`src/verilog/alxe_pkg.sv`:
```
// Shared constants for the accumulator logic and branch execution block.
// Assumes one core clock and a synchronous active-high reset.
package alxe_pkg;

    localparam int unsigned DATA_W    = 8;
    localparam int unsigned PC_W      = 16;
    localparam int unsigned RAM_DEPTH = 128;

    ////////////////////////////////////////////////////////////////////////
    // First-byte opcodes
    localparam logic [7:0] OP_SETC       = 8'hD3;
    localparam logic [7:0] OP_SETBIT     = 8'hD2;
    localparam logic [7:0] OP_JREL       = 8'h80;
    localparam logic [4:0] OP_SBR_REG_HI = 5'h13;
    localparam logic [7:0] OP_SBR_DIR    = 8'h95;
    localparam logic [6:0] OP_SBR_IND_HI = 7'h4B;
    localparam logic [7:0] OP_SBR_IMM    = 8'h94;
    localparam logic [7:0] OP_SWAP       = 8'hC4;
    localparam logic [4:0] OP_EXB_REG_HI = 5'h19;
    localparam logic [7:0] OP_EXB_DIR    = 8'hC5;
    localparam logic [6:0] OP_EXB_IND_HI = 7'h63;
    localparam logic [6:0] OP_EXD_HI     = 7'h6B;
    localparam logic [4:0] OP_EOR_REG_HI = 5'h0D;
    localparam logic [7:0] OP_EOR_DIR    = 8'h65;
    localparam logic [6:0] OP_EOR_IND_HI = 7'h33;
    localparam logic [7:0] OP_EOR_IMM    = 8'h64;
    localparam logic [7:0] OP_EOR_DIR_A  = 8'h62;
    localparam logic [7:0] OP_EOR_DIR_IM = 8'h63;

    ////////////////////////////////////////////////////////////////////////
    // Special register addresses and status-word bit positions
    localparam logic [7:0] SFR_ACC   = 8'hE0;
    localparam logic [7:0] SFR_PSW   = 8'hD0;
    localparam logic [7:0] SFR_PORT1 = 8'h90;
    localparam int unsigned PSW_CY   = 7;
    localparam int unsigned PSW_AUX  = 6;
    localparam int unsigned PSW_RS1  = 4;
    localparam int unsigned PSW_RS0  = 3;
    localparam int unsigned PSW_OVF  = 2;
    localparam int unsigned SFR_BIT  = 7;
    localparam logic [7:0] BIT_RAM_BASE = 8'h20;

    ////////////////////////////////////////////////////////////////////////
    // Reset values, lengths and machine-cycle counts
    localparam logic [7:0]  ACC_RST   = 8'h00;
    localparam logic [7:0]  PSW_RST   = 8'h00;
    localparam logic [7:0]  PORT_RST  = 8'hFF;
    localparam logic [15:0] PC_RST    = 16'h0000;
    localparam logic [7:0]  ZERO_BYTE = 8'h00;
    localparam logic [1:0]  LEN_1     = 2'd1;
    localparam logic [1:0]  LEN_2     = 2'd2;
    localparam logic [1:0]  LEN_3     = 2'd3;
    localparam logic [1:0]  CYC_1     = 2'd1;
    localparam logic [1:0]  CYC_2     = 2'd2;
    localparam logic [1:0]  CYC_NONE  = 2'd0;

    typedef enum logic [1:0] {
        ST_FETCH,
        ST_BYTE2,
        ST_BYTE3,
        ST_EXEC
    } alxe_state_t;

endpackage : alxe_pkg

```
`src/verilog/alxe_core.sv`:
```
// Execution core for set-bit, short jump, subtract with borrow, nibble
// swap, byte and digit exchange, and exclusive-OR.
// Assumes program memory answers combinationally on pmem_addr.
//
// Notes on behaviour
// - set-bit forces carry or bit, flags unchanged
// - short jump always branches, no condition
// - jump target is pc plus two plus displacement
// - displacement is signed byte, -128 to +127
// - accumulator minus source minus carry
// - carry reports borrow out of bit 7
// - auxiliary carry reports borrow from bit 3
// - overflow is borrow out of bit 6 xor borrow out of bit 7
// - subtract source: register, direct, indirect, immediate
// - swap exchanges accumulator nibbles, no flags
// - exchange swaps accumulator and operand together
// - exchange operand: register, direct or indirect
// - digit exchange swaps low nibbles with indirect byte
// - upper nibbles and flags kept on digit exchange
// - exclusive-OR combines operands bitwise
// - result to destination, flags untouched
// - accumulator destination takes four source forms
// - direct destination takes accumulator or immediate mask
// - port operand read from output latch for direct destination; accumulator destination reads the pins
module alxe_core #(
    parameter int unsigned RAM_DEPTH = alxe_pkg::RAM_DEPTH
) (
    input  wire logic                      core_clk,
    input  wire logic                      rst,
    output logic [alxe_pkg::PC_W-1:0]      pmem_addr,
    input  wire logic [alxe_pkg::DATA_W-1:0] pmem_data,
    input  wire logic [alxe_pkg::DATA_W-1:0] port1_pins_in,
    output logic [alxe_pkg::DATA_W-1:0]    port1_latch_out,
    output logic [alxe_pkg::DATA_W-1:0]    acc_out,
    output logic [alxe_pkg::DATA_W-1:0]    psw_out,
    output logic                           instr_done,
    output logic [1:0]                     instr_bytes,
    output logic [1:0]                     instr_cycles,
    output logic                           illegal_op
);
    ////////////////////////////////////////////////////////////////////////
    // State
    alxe_pkg::alxe_state_t state_reg, state_next;
    logic [15:0] pc_reg, pc_next;
    logic [7:0]  op_reg, b2_reg, b3_reg;
    logic [7:0]  acc_reg, acc_next;
    logic [7:0]  psw_reg, psw_next;
    logic [7:0]  port_reg, port_next;
    logic        done_reg;
    logic        illegal_reg;
    logic [1:0]  bytes_reg;
    logic [1:0]  cycles_reg;

    ////////////////////////////////////////////////////////////////////////
    // Opcode decode
    wire [7:0] op = op_reg;
    wire is_setc     = (op == alxe_pkg::OP_SETC);
    wire is_setbit   = (op == alxe_pkg::OP_SETBIT);
    wire is_jrel     = (op == alxe_pkg::OP_JREL);
    wire is_sbr_reg  = (op[7:3] == alxe_pkg::OP_SBR_REG_HI);
    wire is_sbr_dir  = (op == alxe_pkg::OP_SBR_DIR);
    wire is_sbr_ind  = (op[7:1] == alxe_pkg::OP_SBR_IND_HI);
    wire is_sbr_imm  = (op == alxe_pkg::OP_SBR_IMM);
    wire is_swap     = (op == alxe_pkg::OP_SWAP);
    wire is_exb_reg  = (op[7:3] == alxe_pkg::OP_EXB_REG_HI);
    wire is_exb_dir  = (op == alxe_pkg::OP_EXB_DIR);
    wire is_exb_ind  = (op[7:1] == alxe_pkg::OP_EXB_IND_HI);
    wire is_exd      = (op[7:1] == alxe_pkg::OP_EXD_HI);
    wire is_eor_reg  = (op[7:3] == alxe_pkg::OP_EOR_REG_HI);
    wire is_eor_dir  = (op == alxe_pkg::OP_EOR_DIR);
    wire is_eor_ind  = (op[7:1] == alxe_pkg::OP_EOR_IND_HI);
    wire is_eor_imm  = (op == alxe_pkg::OP_EOR_IMM);
    wire is_eor_da   = (op == alxe_pkg::OP_EOR_DIR_A);
    wire is_eor_di   = (op == alxe_pkg::OP_EOR_DIR_IM);

    wire is_sbr   = is_sbr_reg | is_sbr_dir | is_sbr_ind | is_sbr_imm;
    wire is_exb   = is_exb_reg | is_exb_dir | is_exb_ind;
    wire is_eor_a = is_eor_reg | is_eor_dir | is_eor_ind | is_eor_imm;
    wire is_eor_m = is_eor_da | is_eor_di;
    wire is_ind   = is_sbr_ind | is_exb_ind | is_exd | is_eor_ind;
    wire is_dir   = is_sbr_dir | is_exb_dir | is_eor_dir | is_eor_m;
    wire is_imm   = is_sbr_imm | is_eor_imm;
    wire is_known = is_setc | is_setbit | is_jrel | is_sbr | is_swap
                  | is_exb | is_exd | is_eor_a | is_eor_m;

    ////////////////////////////////////////////////////////////////////////
    // Instruction length from the byte on the fetch bus; reported length and cycles from the latched opcode
    wire [7:0] fb = pmem_data;
    wire fb_len3 = (fb == alxe_pkg::OP_EOR_DIR_IM);
    wire fb_len2 = (fb == alxe_pkg::OP_SETBIT) | (fb == alxe_pkg::OP_JREL)
                 | (fb == alxe_pkg::OP_SBR_DIR) | (fb == alxe_pkg::OP_SBR_IMM)
                 | (fb == alxe_pkg::OP_EXB_DIR) | (fb == alxe_pkg::OP_EOR_DIR)
                 | (fb == alxe_pkg::OP_EOR_IMM) | (fb == alxe_pkg::OP_EOR_DIR_A)
                 | fb_len3;

    wire [1:0] exec_len = is_eor_di ? alxe_pkg::LEN_3 :
                          (is_setbit | is_jrel | is_dir | is_imm)
                          ? alxe_pkg::LEN_2 : alxe_pkg::LEN_1;
    wire [1:0] exec_cyc = !is_known ? alxe_pkg::CYC_NONE :
                          (is_jrel | is_eor_di)
                          ? alxe_pkg::CYC_2 : alxe_pkg::CYC_1;

    ////////////////////////////////////////////////////////////////////////
    // Operand addressing
    wire [1:0] bank     = {psw_reg[alxe_pkg::PSW_RS1],
                           psw_reg[alxe_pkg::PSW_RS0]};
    wire [7:0] reg_addr = {3'h0, bank, op[2:0]};
    wire [7:0] ptr_addr = {3'h0, bank, 2'h0, op[0]};
    wire [7:0] ptr_val;
    wire [7:0] bit_byte = b2_reg[alxe_pkg::SFR_BIT]
                        ? {b2_reg[7:3], 3'h0}
                        : alxe_pkg::BIT_RAM_BASE + {4'h0, b2_reg[6:3]};
    wire [7:0] eff_addr = is_setbit   ? bit_byte :
                          is_dir      ? b2_reg   :
                          is_ind      ? ptr_val  : reg_addr;
    wire is_sfr  = (is_dir | is_setbit) & eff_addr[alxe_pkg::SFR_BIT];
    wire use_latch = is_eor_m | is_setbit;
    wire [7:0] port_rd = use_latch ? port_reg : port1_pins_in;
    wire [7:0] sfr_rd = (eff_addr == alxe_pkg::SFR_ACC)   ? acc_reg :
                        (eff_addr == alxe_pkg::SFR_PSW)   ? psw_reg :
                        (eff_addr == alxe_pkg::SFR_PORT1) ? port_rd :
                        alxe_pkg::ZERO_BYTE;
    wire [7:0] ram_rd;
    wire [7:0] loc_rd  = is_sfr ? sfr_rd : ram_rd;
    wire [7:0] imm_val = is_eor_di ? b3_reg : b2_reg;
    wire [7:0] src_val = is_imm ? imm_val : loc_rd;

    ////////////////////////////////////////////////////////////////////////
    // Data path
    wire [7:0] sub_res;
    wire       sub_cy, sub_aux, sub_ovf;
    wire [7:0] eor_mask = is_eor_da ? acc_reg : imm_val;
    wire [7:0] eor_acc  = acc_reg ^ src_val;
    wire [7:0] eor_mem  = loc_rd ^ eor_mask;
    wire [7:0] bit_set  = loc_rd | (8'h01 << b2_reg[2:0]);
    wire [7:0] exd_mem  = {loc_rd[7:4], acc_reg[3:0]};
    wire [7:0] exd_acc  = {acc_reg[7:4], loc_rd[3:0]};
    wire [7:0] swap_acc = {acc_reg[3:0], acc_reg[7:4]};
    wire [15:0] rel_ext = {{8{b2_reg[7]}}, b2_reg};
    wire [15:0] jmp_tgt = pc_reg + rel_ext;

    wire exec    = (state_reg == alxe_pkg::ST_EXEC);
    wire wr_loc  = exec & (is_exb | is_exd | is_eor_m | is_setbit);
    wire [7:0] wr_data = is_exb   ? acc_reg  :
                         is_exd   ? exd_mem  :
                         is_eor_m ? eor_mem  : bit_set;
    wire wr_ram  = wr_loc & ~is_sfr;
    wire wr_acc_sfr  = wr_loc & is_sfr & (eff_addr == alxe_pkg::SFR_ACC);
    wire wr_psw_sfr  = wr_loc & is_sfr & (eff_addr == alxe_pkg::SFR_PSW);
    wire wr_port_sfr = wr_loc & is_sfr & (eff_addr == alxe_pkg::SFR_PORT1);

    alxe_sub #(
        .W          (alxe_pkg::DATA_W)
    ) u_sub (
        .minuend    (acc_reg),
        .subtrahend (src_val),
        .borrow_in  (psw_reg[alxe_pkg::PSW_CY]),
        .difference (sub_res),
        .borrow_msb (sub_cy),
        .borrow_nib (sub_aux),
        .overflow   (sub_ovf)
    );

    alxe_iram #(
        .DEPTH      (RAM_DEPTH),
        .W          (alxe_pkg::DATA_W)
    ) u_iram (
        .core_clk   (core_clk),
        .wr_en      (wr_ram),
        .wr_addr    (eff_addr),
        .wr_data    (wr_data),
        .rd_addr_a  (ptr_addr),
        .rd_data_a  (ptr_val),
        .rd_addr_b  (eff_addr),
        .rd_data_b  (ram_rd)
    );

    ////////////////////////////////////////////////////////////////////////
    // Next-state selection
    always_comb begin
        state_next = state_reg;
        pc_next    = pc_reg;
        acc_next   = acc_reg;
        psw_next   = psw_reg;
        port_next  = port_reg;
        unique case (state_reg)
            alxe_pkg::ST_FETCH: begin
                pc_next    = pc_reg + 16'h0001;
                state_next = fb_len2 ? alxe_pkg::ST_BYTE2
                                     : alxe_pkg::ST_EXEC;
            end
            alxe_pkg::ST_BYTE2: begin
                pc_next    = pc_reg + 16'h0001;
                state_next = (op_reg == alxe_pkg::OP_EOR_DIR_IM)
                           ? alxe_pkg::ST_BYTE3 : alxe_pkg::ST_EXEC;
            end
            alxe_pkg::ST_BYTE3: begin
                pc_next    = pc_reg + 16'h0001;
                state_next = alxe_pkg::ST_EXEC;
            end
            alxe_pkg::ST_EXEC: begin
                state_next = alxe_pkg::ST_FETCH;
                if (is_jrel) begin
                    pc_next = jmp_tgt;
                end
                if (is_sbr) begin
                    acc_next = sub_res;
                    psw_next[alxe_pkg::PSW_CY] = sub_cy;
                    psw_next[alxe_pkg::PSW_AUX] = sub_aux;
                    psw_next[alxe_pkg::PSW_OVF] = sub_ovf;
                end
                if (is_setc) begin
                    psw_next[alxe_pkg::PSW_CY] = 1'b1;
                end
                if (is_swap) begin
                    acc_next = swap_acc;
                end
                if (is_exb) begin
                    acc_next = loc_rd;
                end
                if (is_exd) begin
                    acc_next = exd_acc;
                end
                if (is_eor_a) begin
                    acc_next = eor_acc;
                end
                if (wr_acc_sfr) begin
                    acc_next = wr_data;
                end
                if (wr_psw_sfr) begin
                    psw_next = wr_data;
                end
                if (wr_port_sfr) begin
                    port_next = wr_data;
                end
            end
        endcase
    end

    ////////////////////////////////////////////////////////////////////////
    // Registers
    always_ff @(posedge core_clk) begin
        if (rst) begin
            state_reg <= alxe_pkg::ST_FETCH;
            pc_reg    <= alxe_pkg::PC_RST;
            acc_reg   <= alxe_pkg::ACC_RST;
            psw_reg   <= alxe_pkg::PSW_RST;
            port_reg  <= alxe_pkg::PORT_RST;
        end else begin
            state_reg <= state_next;
            pc_reg    <= pc_next;
            acc_reg   <= acc_next;
            psw_reg   <= psw_next;
            port_reg  <= port_next;
        end
    end

    always_ff @(posedge core_clk) begin
        if (rst) begin
            op_reg <= alxe_pkg::ZERO_BYTE;
            b2_reg <= alxe_pkg::ZERO_BYTE;
            b3_reg <= alxe_pkg::ZERO_BYTE;
        end else begin
            if (state_reg == alxe_pkg::ST_FETCH) begin
                op_reg <= pmem_data;
            end
            if (state_reg == alxe_pkg::ST_BYTE2) begin
                b2_reg <= pmem_data;
            end
            if (state_reg == alxe_pkg::ST_BYTE3) begin
                b3_reg <= pmem_data;
            end
        end
    end

    always_ff @(posedge core_clk) begin
        if (rst) begin
            done_reg    <= 1'b0;
            illegal_reg <= 1'b0;
            bytes_reg   <= alxe_pkg::LEN_1;
            cycles_reg  <= alxe_pkg::CYC_NONE;
        end else begin
            done_reg    <= exec;
            illegal_reg <= exec & ~is_known;
            if (exec) begin
                bytes_reg  <= exec_len;
                cycles_reg <= exec_cyc;
            end
        end
    end

    ////////////////////////////////////////////////////////////////////////
    // Outputs
    assign pmem_addr       = pc_reg;
    assign port1_latch_out = port_reg;
    assign acc_out         = acc_reg;
    assign psw_out         = psw_reg;
    assign instr_done      = done_reg;
    assign instr_bytes     = bytes_reg;
    assign instr_cycles    = cycles_reg;
    assign illegal_op      = illegal_reg;

endmodule : alxe_core

```
`src/verilog/alxe_sub.sv`:
```
// Subtract-with-borrow arithmetic and its three flags.
// Assumes purely combinational use by the execution core.
module alxe_sub #(
    parameter int unsigned W = 8
) (
    input  wire logic [W-1:0] minuend,
    input  wire logic [W-1:0] subtrahend,
    input  wire logic         borrow_in,
    output logic      [W-1:0] difference,
    output logic              borrow_msb,
    output logic              borrow_nib,
    output logic              overflow
);
    logic [W:0]   full_diff;
    logic [4:0]   nib_diff;
    logic [W-1:0] low_diff;

    assign full_diff  = {1'b0, minuend} - {1'b0, subtrahend}
                      - {{W{1'b0}}, borrow_in};
    assign nib_diff   = {1'b0, minuend[3:0]} - {1'b0, subtrahend[3:0]}
                      - {4'h0, borrow_in};
    assign low_diff   = {1'b0, minuend[W-2:0]} - {1'b0, subtrahend[W-2:0]}
                      - {{(W-1){1'b0}}, borrow_in};
    assign difference = full_diff[W-1:0];
    assign borrow_msb = full_diff[W];
    assign borrow_nib = nib_diff[4];
    assign overflow   = full_diff[W] ^ low_diff[W-1];

endmodule : alxe_sub

```
`src/verilog/alxe_iram.sv`:
```
// Internal data RAM: one synchronous write port, two combinational reads.
// Assumes addresses below DEPTH; upper address bits are ignored.
module alxe_iram #(
    parameter int unsigned DEPTH = 128,
    parameter int unsigned W     = 8
) (
    input  wire logic         core_clk,
    input  wire logic         wr_en,
    input  wire logic [7:0]   wr_addr,
    input  wire logic [W-1:0] wr_data,
    input  wire logic [7:0]   rd_addr_a,
    output logic      [W-1:0] rd_data_a,
    input  wire logic [7:0]   rd_addr_b,
    output logic      [W-1:0] rd_data_b
);
    localparam int unsigned AW = $clog2(DEPTH);

    logic [W-1:0] mem [DEPTH];

    assign rd_data_a = mem[rd_addr_a[AW-1:0]];
    assign rd_data_b = mem[rd_addr_b[AW-1:0]];

    always_ff @(posedge core_clk) begin
        if (wr_en) begin
            mem[wr_addr[AW-1:0]] <= wr_data;
        end
    end

endmodule : alxe_iram

```
`config.mk`:
```
export PLATFORM = sky130hd
export DESIGN_NAME = alxe_core
export DESIGN_NICKNAME = d
export VERILOG_FILES = /design/src/verilog/alxe_pkg.sv /design/src/verilog/alxe_core.sv /design/src/verilog/alxe_sub.sv /design/src/verilog/alxe_iram.sv
export SDC_FILE = /design/constraint.sdc
export NUM_CORES = 1
export LEC_CHECK = 0
export ABC_AREA = 1
export BUFFER_PORTS_ARGS = -buffer_cell sky130_fd_sc_hd__buf_2
export CAP_MARGIN = 20
export CORE_UTILIZATION = 37
export CTS_CLUSTER_SIZE = 10
export DETAILED_ROUTE_END_ITERATION = 6
export PLACE_DENSITY = 0.6
export SLEW_MARGIN = 20
export SYNTH_ARGS = -nofsm -noshare
export SYNTH_HDL_FRONTEND = slang
export SYNTH_SLANG_ARGS = --single-unit
```
`constraint.sdc`:
```
create_clock -name core_clk -period 4.8 [get_ports core_clk]
set_input_delay 0.72 -clock core_clk [delete_from_list [all_inputs] [get_ports core_clk]]
set_output_delay 0.72 -clock core_clk [all_outputs]
set_load 0.02 [all_outputs]
```
[Yosys cells after proc, flatten, opt, wreduce, memory -nomap -nowiden]
Memories as Yosys holds them, arrays and structs flattened.
Index checks and enable logic that the tools add are counted.
Storage, ports and cells
  register bits after elaboration: 72
  bits in writable memories: 1024
  input bits: 18
  output and inout port bits: 46
  word-level logic and storage cells: 164
  memories: 1
Cells by class
  add/subtract/negate cells: 9
  eq/ne operators: 35
  shifts and indexed selects: 1
  multiplexer cells: 36
  bitwise operators: 55
  reduce and logical (&&, ||, !) cells: 12
Memory list
  u_iram.mem: words 128, width 8, rd ports 2, clocked after memory_dff 0, wr ports 1, line alxe_iram.sv:18  | logic [W-1:0] mem [DEPTH];
Operator list (count)
  2-to-1 mux 8 bit: 22
  equality test 8 bit, second input constant: 15
  equality test 8 x 7 -> 1 bit, second input constant: 8
  bitwise OR 1 bit: 41
  case mux 16 bit (2 select lines): 1
  equality test 7 bit, second input constant: 3
  adder 16 x 1 -> 16 bit, second input constant: 1
  adder 16 bit: 1
  2-to-1 mux 16 bit: 1
  bitwise XOR 8 bit: 2
  2-to-1 mux 2 bit: 6
  equality test 5 bit, second input constant: 2
  AND reduction 2 bit: 5
  subtractor 8 x 8 -> 9 bit: 1
  subtractor 9 x 1 -> 9 bit: 1
  AND 1 bit: 8
  bitwise OR 8 bit: 1
  case mux 2 bit (4 select lines): 1
  << shifter 1 x 3 -> 8 bit, first input constant: 1
  subtractor 7 x 7 -> 8 bit: 1
  subtractor 8 x 1 -> 8 bit: 1
  adder 6 x 4 -> 7 bit, first input constant: 1
  equality test 7 x 6 -> 1 bit, second input constant: 1
  nonzero test 6 bit: 1
  other kinds (16): 22

[Longest topological paths before layout]
  word-level depth: 21
  gate-level depth with buffers: 48
  gate-level depth less buffers: 45

[By module]
Synthesis repeated with hierarchy kept, for this count alone.
Unflattened totals
  cells, all modules: 6912
  area, all modules: 58947.8 um^2
Modules (own cells, without submodules)
  alxe_iram: instances 1, cells an instance 5916, area an instance 52674.3 um^2, seq. area each 30749.5 um^2
  alxe_core: instances 1, cells an instance 899, area an instance 5660.4 um^2, seq. area each 1441.4 um^2
  alxe_sub: instances 1, cells an instance 97, area an instance 613.1 um^2, seq. area each 0.0 um^2

[Worst setup path before layout]
No wires, ideal clock.
  kind: register to register
  start: register psw_reg[3] (netlist: psw_out[3])
  end: register psw_reg[2] (netlist: psw_out[2])
  arrival: 5124 ps
  data required time: 4668 ps
  path slack: -456 ps
  cell stages (with the launch flop): 47
  path buffers: 3
  cells stage by stage: dfxtp_1 > buf_2 > inv_1 > buf_2 > nand3_1 > nand3_1 > nand2_1 > nand2_1 > nand2_1 > nand2_1 > nand2_1 > nand2_2 > nor2_2 > clkbuf_1 > nand2_1 > nand2_1 > nor2_1 > nor2_1 > [11 not listed] > ha_1 > nor2_1 > fa_1 > nand2_1 > a21oi_1 > nor2_1 > nor2_1 > nor2_1 > nor2_1 > inv_1 > a21oi_1 > nor2_1 > nor2_1 > xnor2_1 > xor2_1 > a21oi_1 > nand2_1 > a21oi_1
On the way
  cells in the longest elaborated chain, start to end: 15
Ends and longest elaborated chain
  start, declared: line alxe_core.sv:47  | logic [7:0] psw_reg, psw_next;
  start signal, assigned: line alxe_core.sv:247  | psw_reg <= alxe_pkg::PSW_RST;
  start signal, assigned: line alxe_core.sv:253  | psw_reg <= psw_next;
  branches (longest 15 deep; another with subtractor 8 x 8 -> 9 bit)
Parallel ways; which one is timed is not known. The select of a mux whose other input is x is not followed.
A chain may end at the register's enable or synchronous reset.

[Worst setup path after layout]
  start: register op_reg[3] (netlist: op[3])
  end: register psw_reg[2] (netlist: psw_out[2])
On the way
  cells in the longest elaborated chain, start to end: 18
Ends and longest elaborated chain
  start, declared: line alxe_core.sv:45  | logic [7:0] op_reg, b2_reg, b3_reg;
  start signal, assigned: line alxe_core.sv:260  | op_reg <= alxe_pkg::ZERO_BYTE;
  start signal, assigned: line alxe_core.sv:265  | op_reg <= pmem_data;
  branches (longest 18 deep; another with subtractor 8 x 8 -> 9 bit)
Parallel ways; which one is timed is not known. The select of a mux whose other input is x is not followed.

==> results.cfg <==
[logic_synthesis]
synth_edf_count = 1024
syn-cell-area_mm2 = 0.04970
synth.area.top_cells = edfxtp_1 (62%), nand2_1 (13%), o21ai_0 (4.3%)
syn_nets = 5107
ys_ff_latch = 1096
ys_dominant_reg_cell = edfxtp_1
synth_top_area_share_pct = 61.87
yosys_warnings = 0
seq_area_frac_synth_pct = 64.77
synth_area_per_cell_um2 = 9.838
ys_types = 53
synthCells = 5052
synth_largest_area_cell = edfxtp_1
async_flop_share_pct = 0

[floorplan]
num_rows = 134
start_util_pct = 37.29
die_area_mm2 = 0.1358
io_pins = 64
core-area_mm2 = 0.1333
die_y_um = 368.5
die_w_um = 368.5

[run]
cap_viol_max_count = 0

[run_status]
status = finished with violations
violations = setup timing

[critical_path]
endpoint_kind = flip-flop
crit_path_frequent_cell = nor2_1
critical-path-max-stage-delay_ns = 0.58
crit_path_max_fanout = 7
startpoint_type = flip-flop
worstPathRequired_ns = 5.43
cpMaxStageDelayCell = fa_2
cp.arrival_ns = 6.31
crit_type = flip-flop to flip-flop

[routing]
remaining_drc_errors = 0
drtIter0Drc = 3540
ant_nets = 0
routedWlPerCell_um = 19.45
drtPass1Iterations = 6
drt_wl_total_um = 143500
via_per_inst = 5.002
via_count = 36910

[clock_network]
clk_pin_slew_ns = 0.06
numCtsBuffers = 130
cts_buffer_depth = 3
cts_root_buffer = clkbuf_16
tritoncts = built
clkLatencyLatePin_ns = 0.76
clock_sinks = 1096
htree_levels = 4

[grt]
grt_usage_pct = 20.80
grt_pass1_wl_um = 215400
grt_max_degree = 71
grt_pass1_vias = 34870
antenna_found_initial = 0
grt_overflow = 0

[sta]
slew_headroom_pct = 32.95
period_share_pct = 118.4
rsz0062_at_grt = true
hold_viol = 0
tns_ns = -7.463
drv_slew = 0
setup_slack_ns = -0.8827
finClkSkew_ns = 0.02926
setup_viol = 74
period_needed_ns = 5.683
worst_pin_slew_ns = 1.002
fmaxAchievable_mhz = 176.0

[layout]
final_common_cell = nand2_1
drive_gt1_share_pct = 17.77
nets = 5623
multi_input_area_mm2 = 0.01488
final_cells = 7379
fin_util_pct = 45.57
area_growth_pct = 22.22
fill_cells = 12400
final_cell_mix = nand2_1 (1696), edfxtp_1 (1024), inv_1 (509)
register_area_mm2 = 0.03222
largest_reg_flops = 1024

[power_and_ir_drop]
ir_drop_mv = 0.3930
p_per_area_mw_per_mm2 = 523.1
p_leak_nw = 24.55

[place]
dp.cells = 7168
pre_cts_ws_ns = -1.124
io_buffer_count = 63
hpwl_um = 97660
gp_congestion = 0.9642

[min_path]
hold_class = input pin to flip-flop
logic make-up (layout without fill, tap and decap cells):
logic type                 Yosys count  count (layout)  synth area share (%)
buffers and inverters              780            1338                 6.566
other                                0               1                     0
and+or+nand+nor                   2310            2310                 18.66
DFF                               1096            1096                 64.77
xor gates and xnor gates            19              19                0.3348
AOI/OAI and AO/OA                  803             803                 8.549
muxes                                7               7                0.1410
adders and majority gates           37              37                0.9768
timing repair:
action / 4_1_cts / 5_1_grt
resized for setup: 122 / 88
hold buffers: 0 / 0
setup buffers: 18 / 14
hold endpoints to repair: 0 / 0
pin swaps: 51 / 68
gates cloned: 4 / 2
setup endpoints to repair: 261 / 261
per-layer routing:
metal  vias up  track usage, %  wire, um
met3       217           3.399      9615
met5         -               0         0
met4         0           6.567      4134
li1      17770               -         -
met2      1240           33.11     65810
met1     17690           28.97     63930
power breakdown:
group / internal (mW) / switching, mW
sequential: 12.3 / 0.116
clock: 5.12 / 3.72
combinational: 3.66 / 6.88
total: 21.1 / 10.7
cell type report:
class	instances	area share, %
clock buffer	159	5.726
clock inverter	15	0.3007
multi-input combinational	3176	24.49
sequential	1096	53.05
tap	1768	3.642
inverter	533	3.366
timing repair buffer	631	9.422
antenna	1	0.004120
metrics by stage:
stage | hold WS (ns) | instance area [um2] | power (mW)
final | 0.3230 | 60740 | 31.78
after global routing | 0.3118 | 60740 | 33.17
after CTS | 0.2720 | 60270 | 31.66
after detailed placement | 0.4495 | 56000 | 22.48
after global placement | 0.4341 | 56000 | 22.40
after floorplan | 0.4343 | 49850 | 17.87
path summary, 6_finish.rpt:
| kind | cells past startpoint | startpoint | endpoint | slack (ns) |
|---|---|---|---|---|
| setup / recovery | 44 | op[3] | psw_out[2] | -0.88 |
| hold / removal | 3 | pmem_data[6] | b3_reg[6] | 0.32 |
| setup reg to reg | 44 | op[3] | psw_out[2] | -0.88 |
| hold reg to reg | 1 | pmem_addr[15] | pmem_addr[15] | 0.46 |
critical path: cells and delay by family (launching register included):
kind | cells | cell delay [ns]
AND/OR/NAND/NOR | 24 | 2.19
flip-flops | 1 | 0.36
adder cells (fa/ha/maj) | 3 | 0.96
XOR/XNOR | 2 | 0.34
buffers and inverters | 8 | 0.95
AO/OA/AOI/OAI | 7 | 0.74
cell usage after synthesis (all sizes together) (3+ instances only):
cell,n
a21oi,145
xor2,14
nand2,1750
o211ai,26
xnor2,5
a31oi,9
and2,4
buf,169
or2,71
o21ai,569
mux2i,7
fa,3
o221ai,4
nor2,297
ha,34
dfxtp,72
nand4,41
o41ai,4
inv,531
o22ai,23
nand3,135
edfxtp,1024
clkbuf,78
a221o,4
nor3,8
o21bai,13
Power figures use the tool's default switching activity.
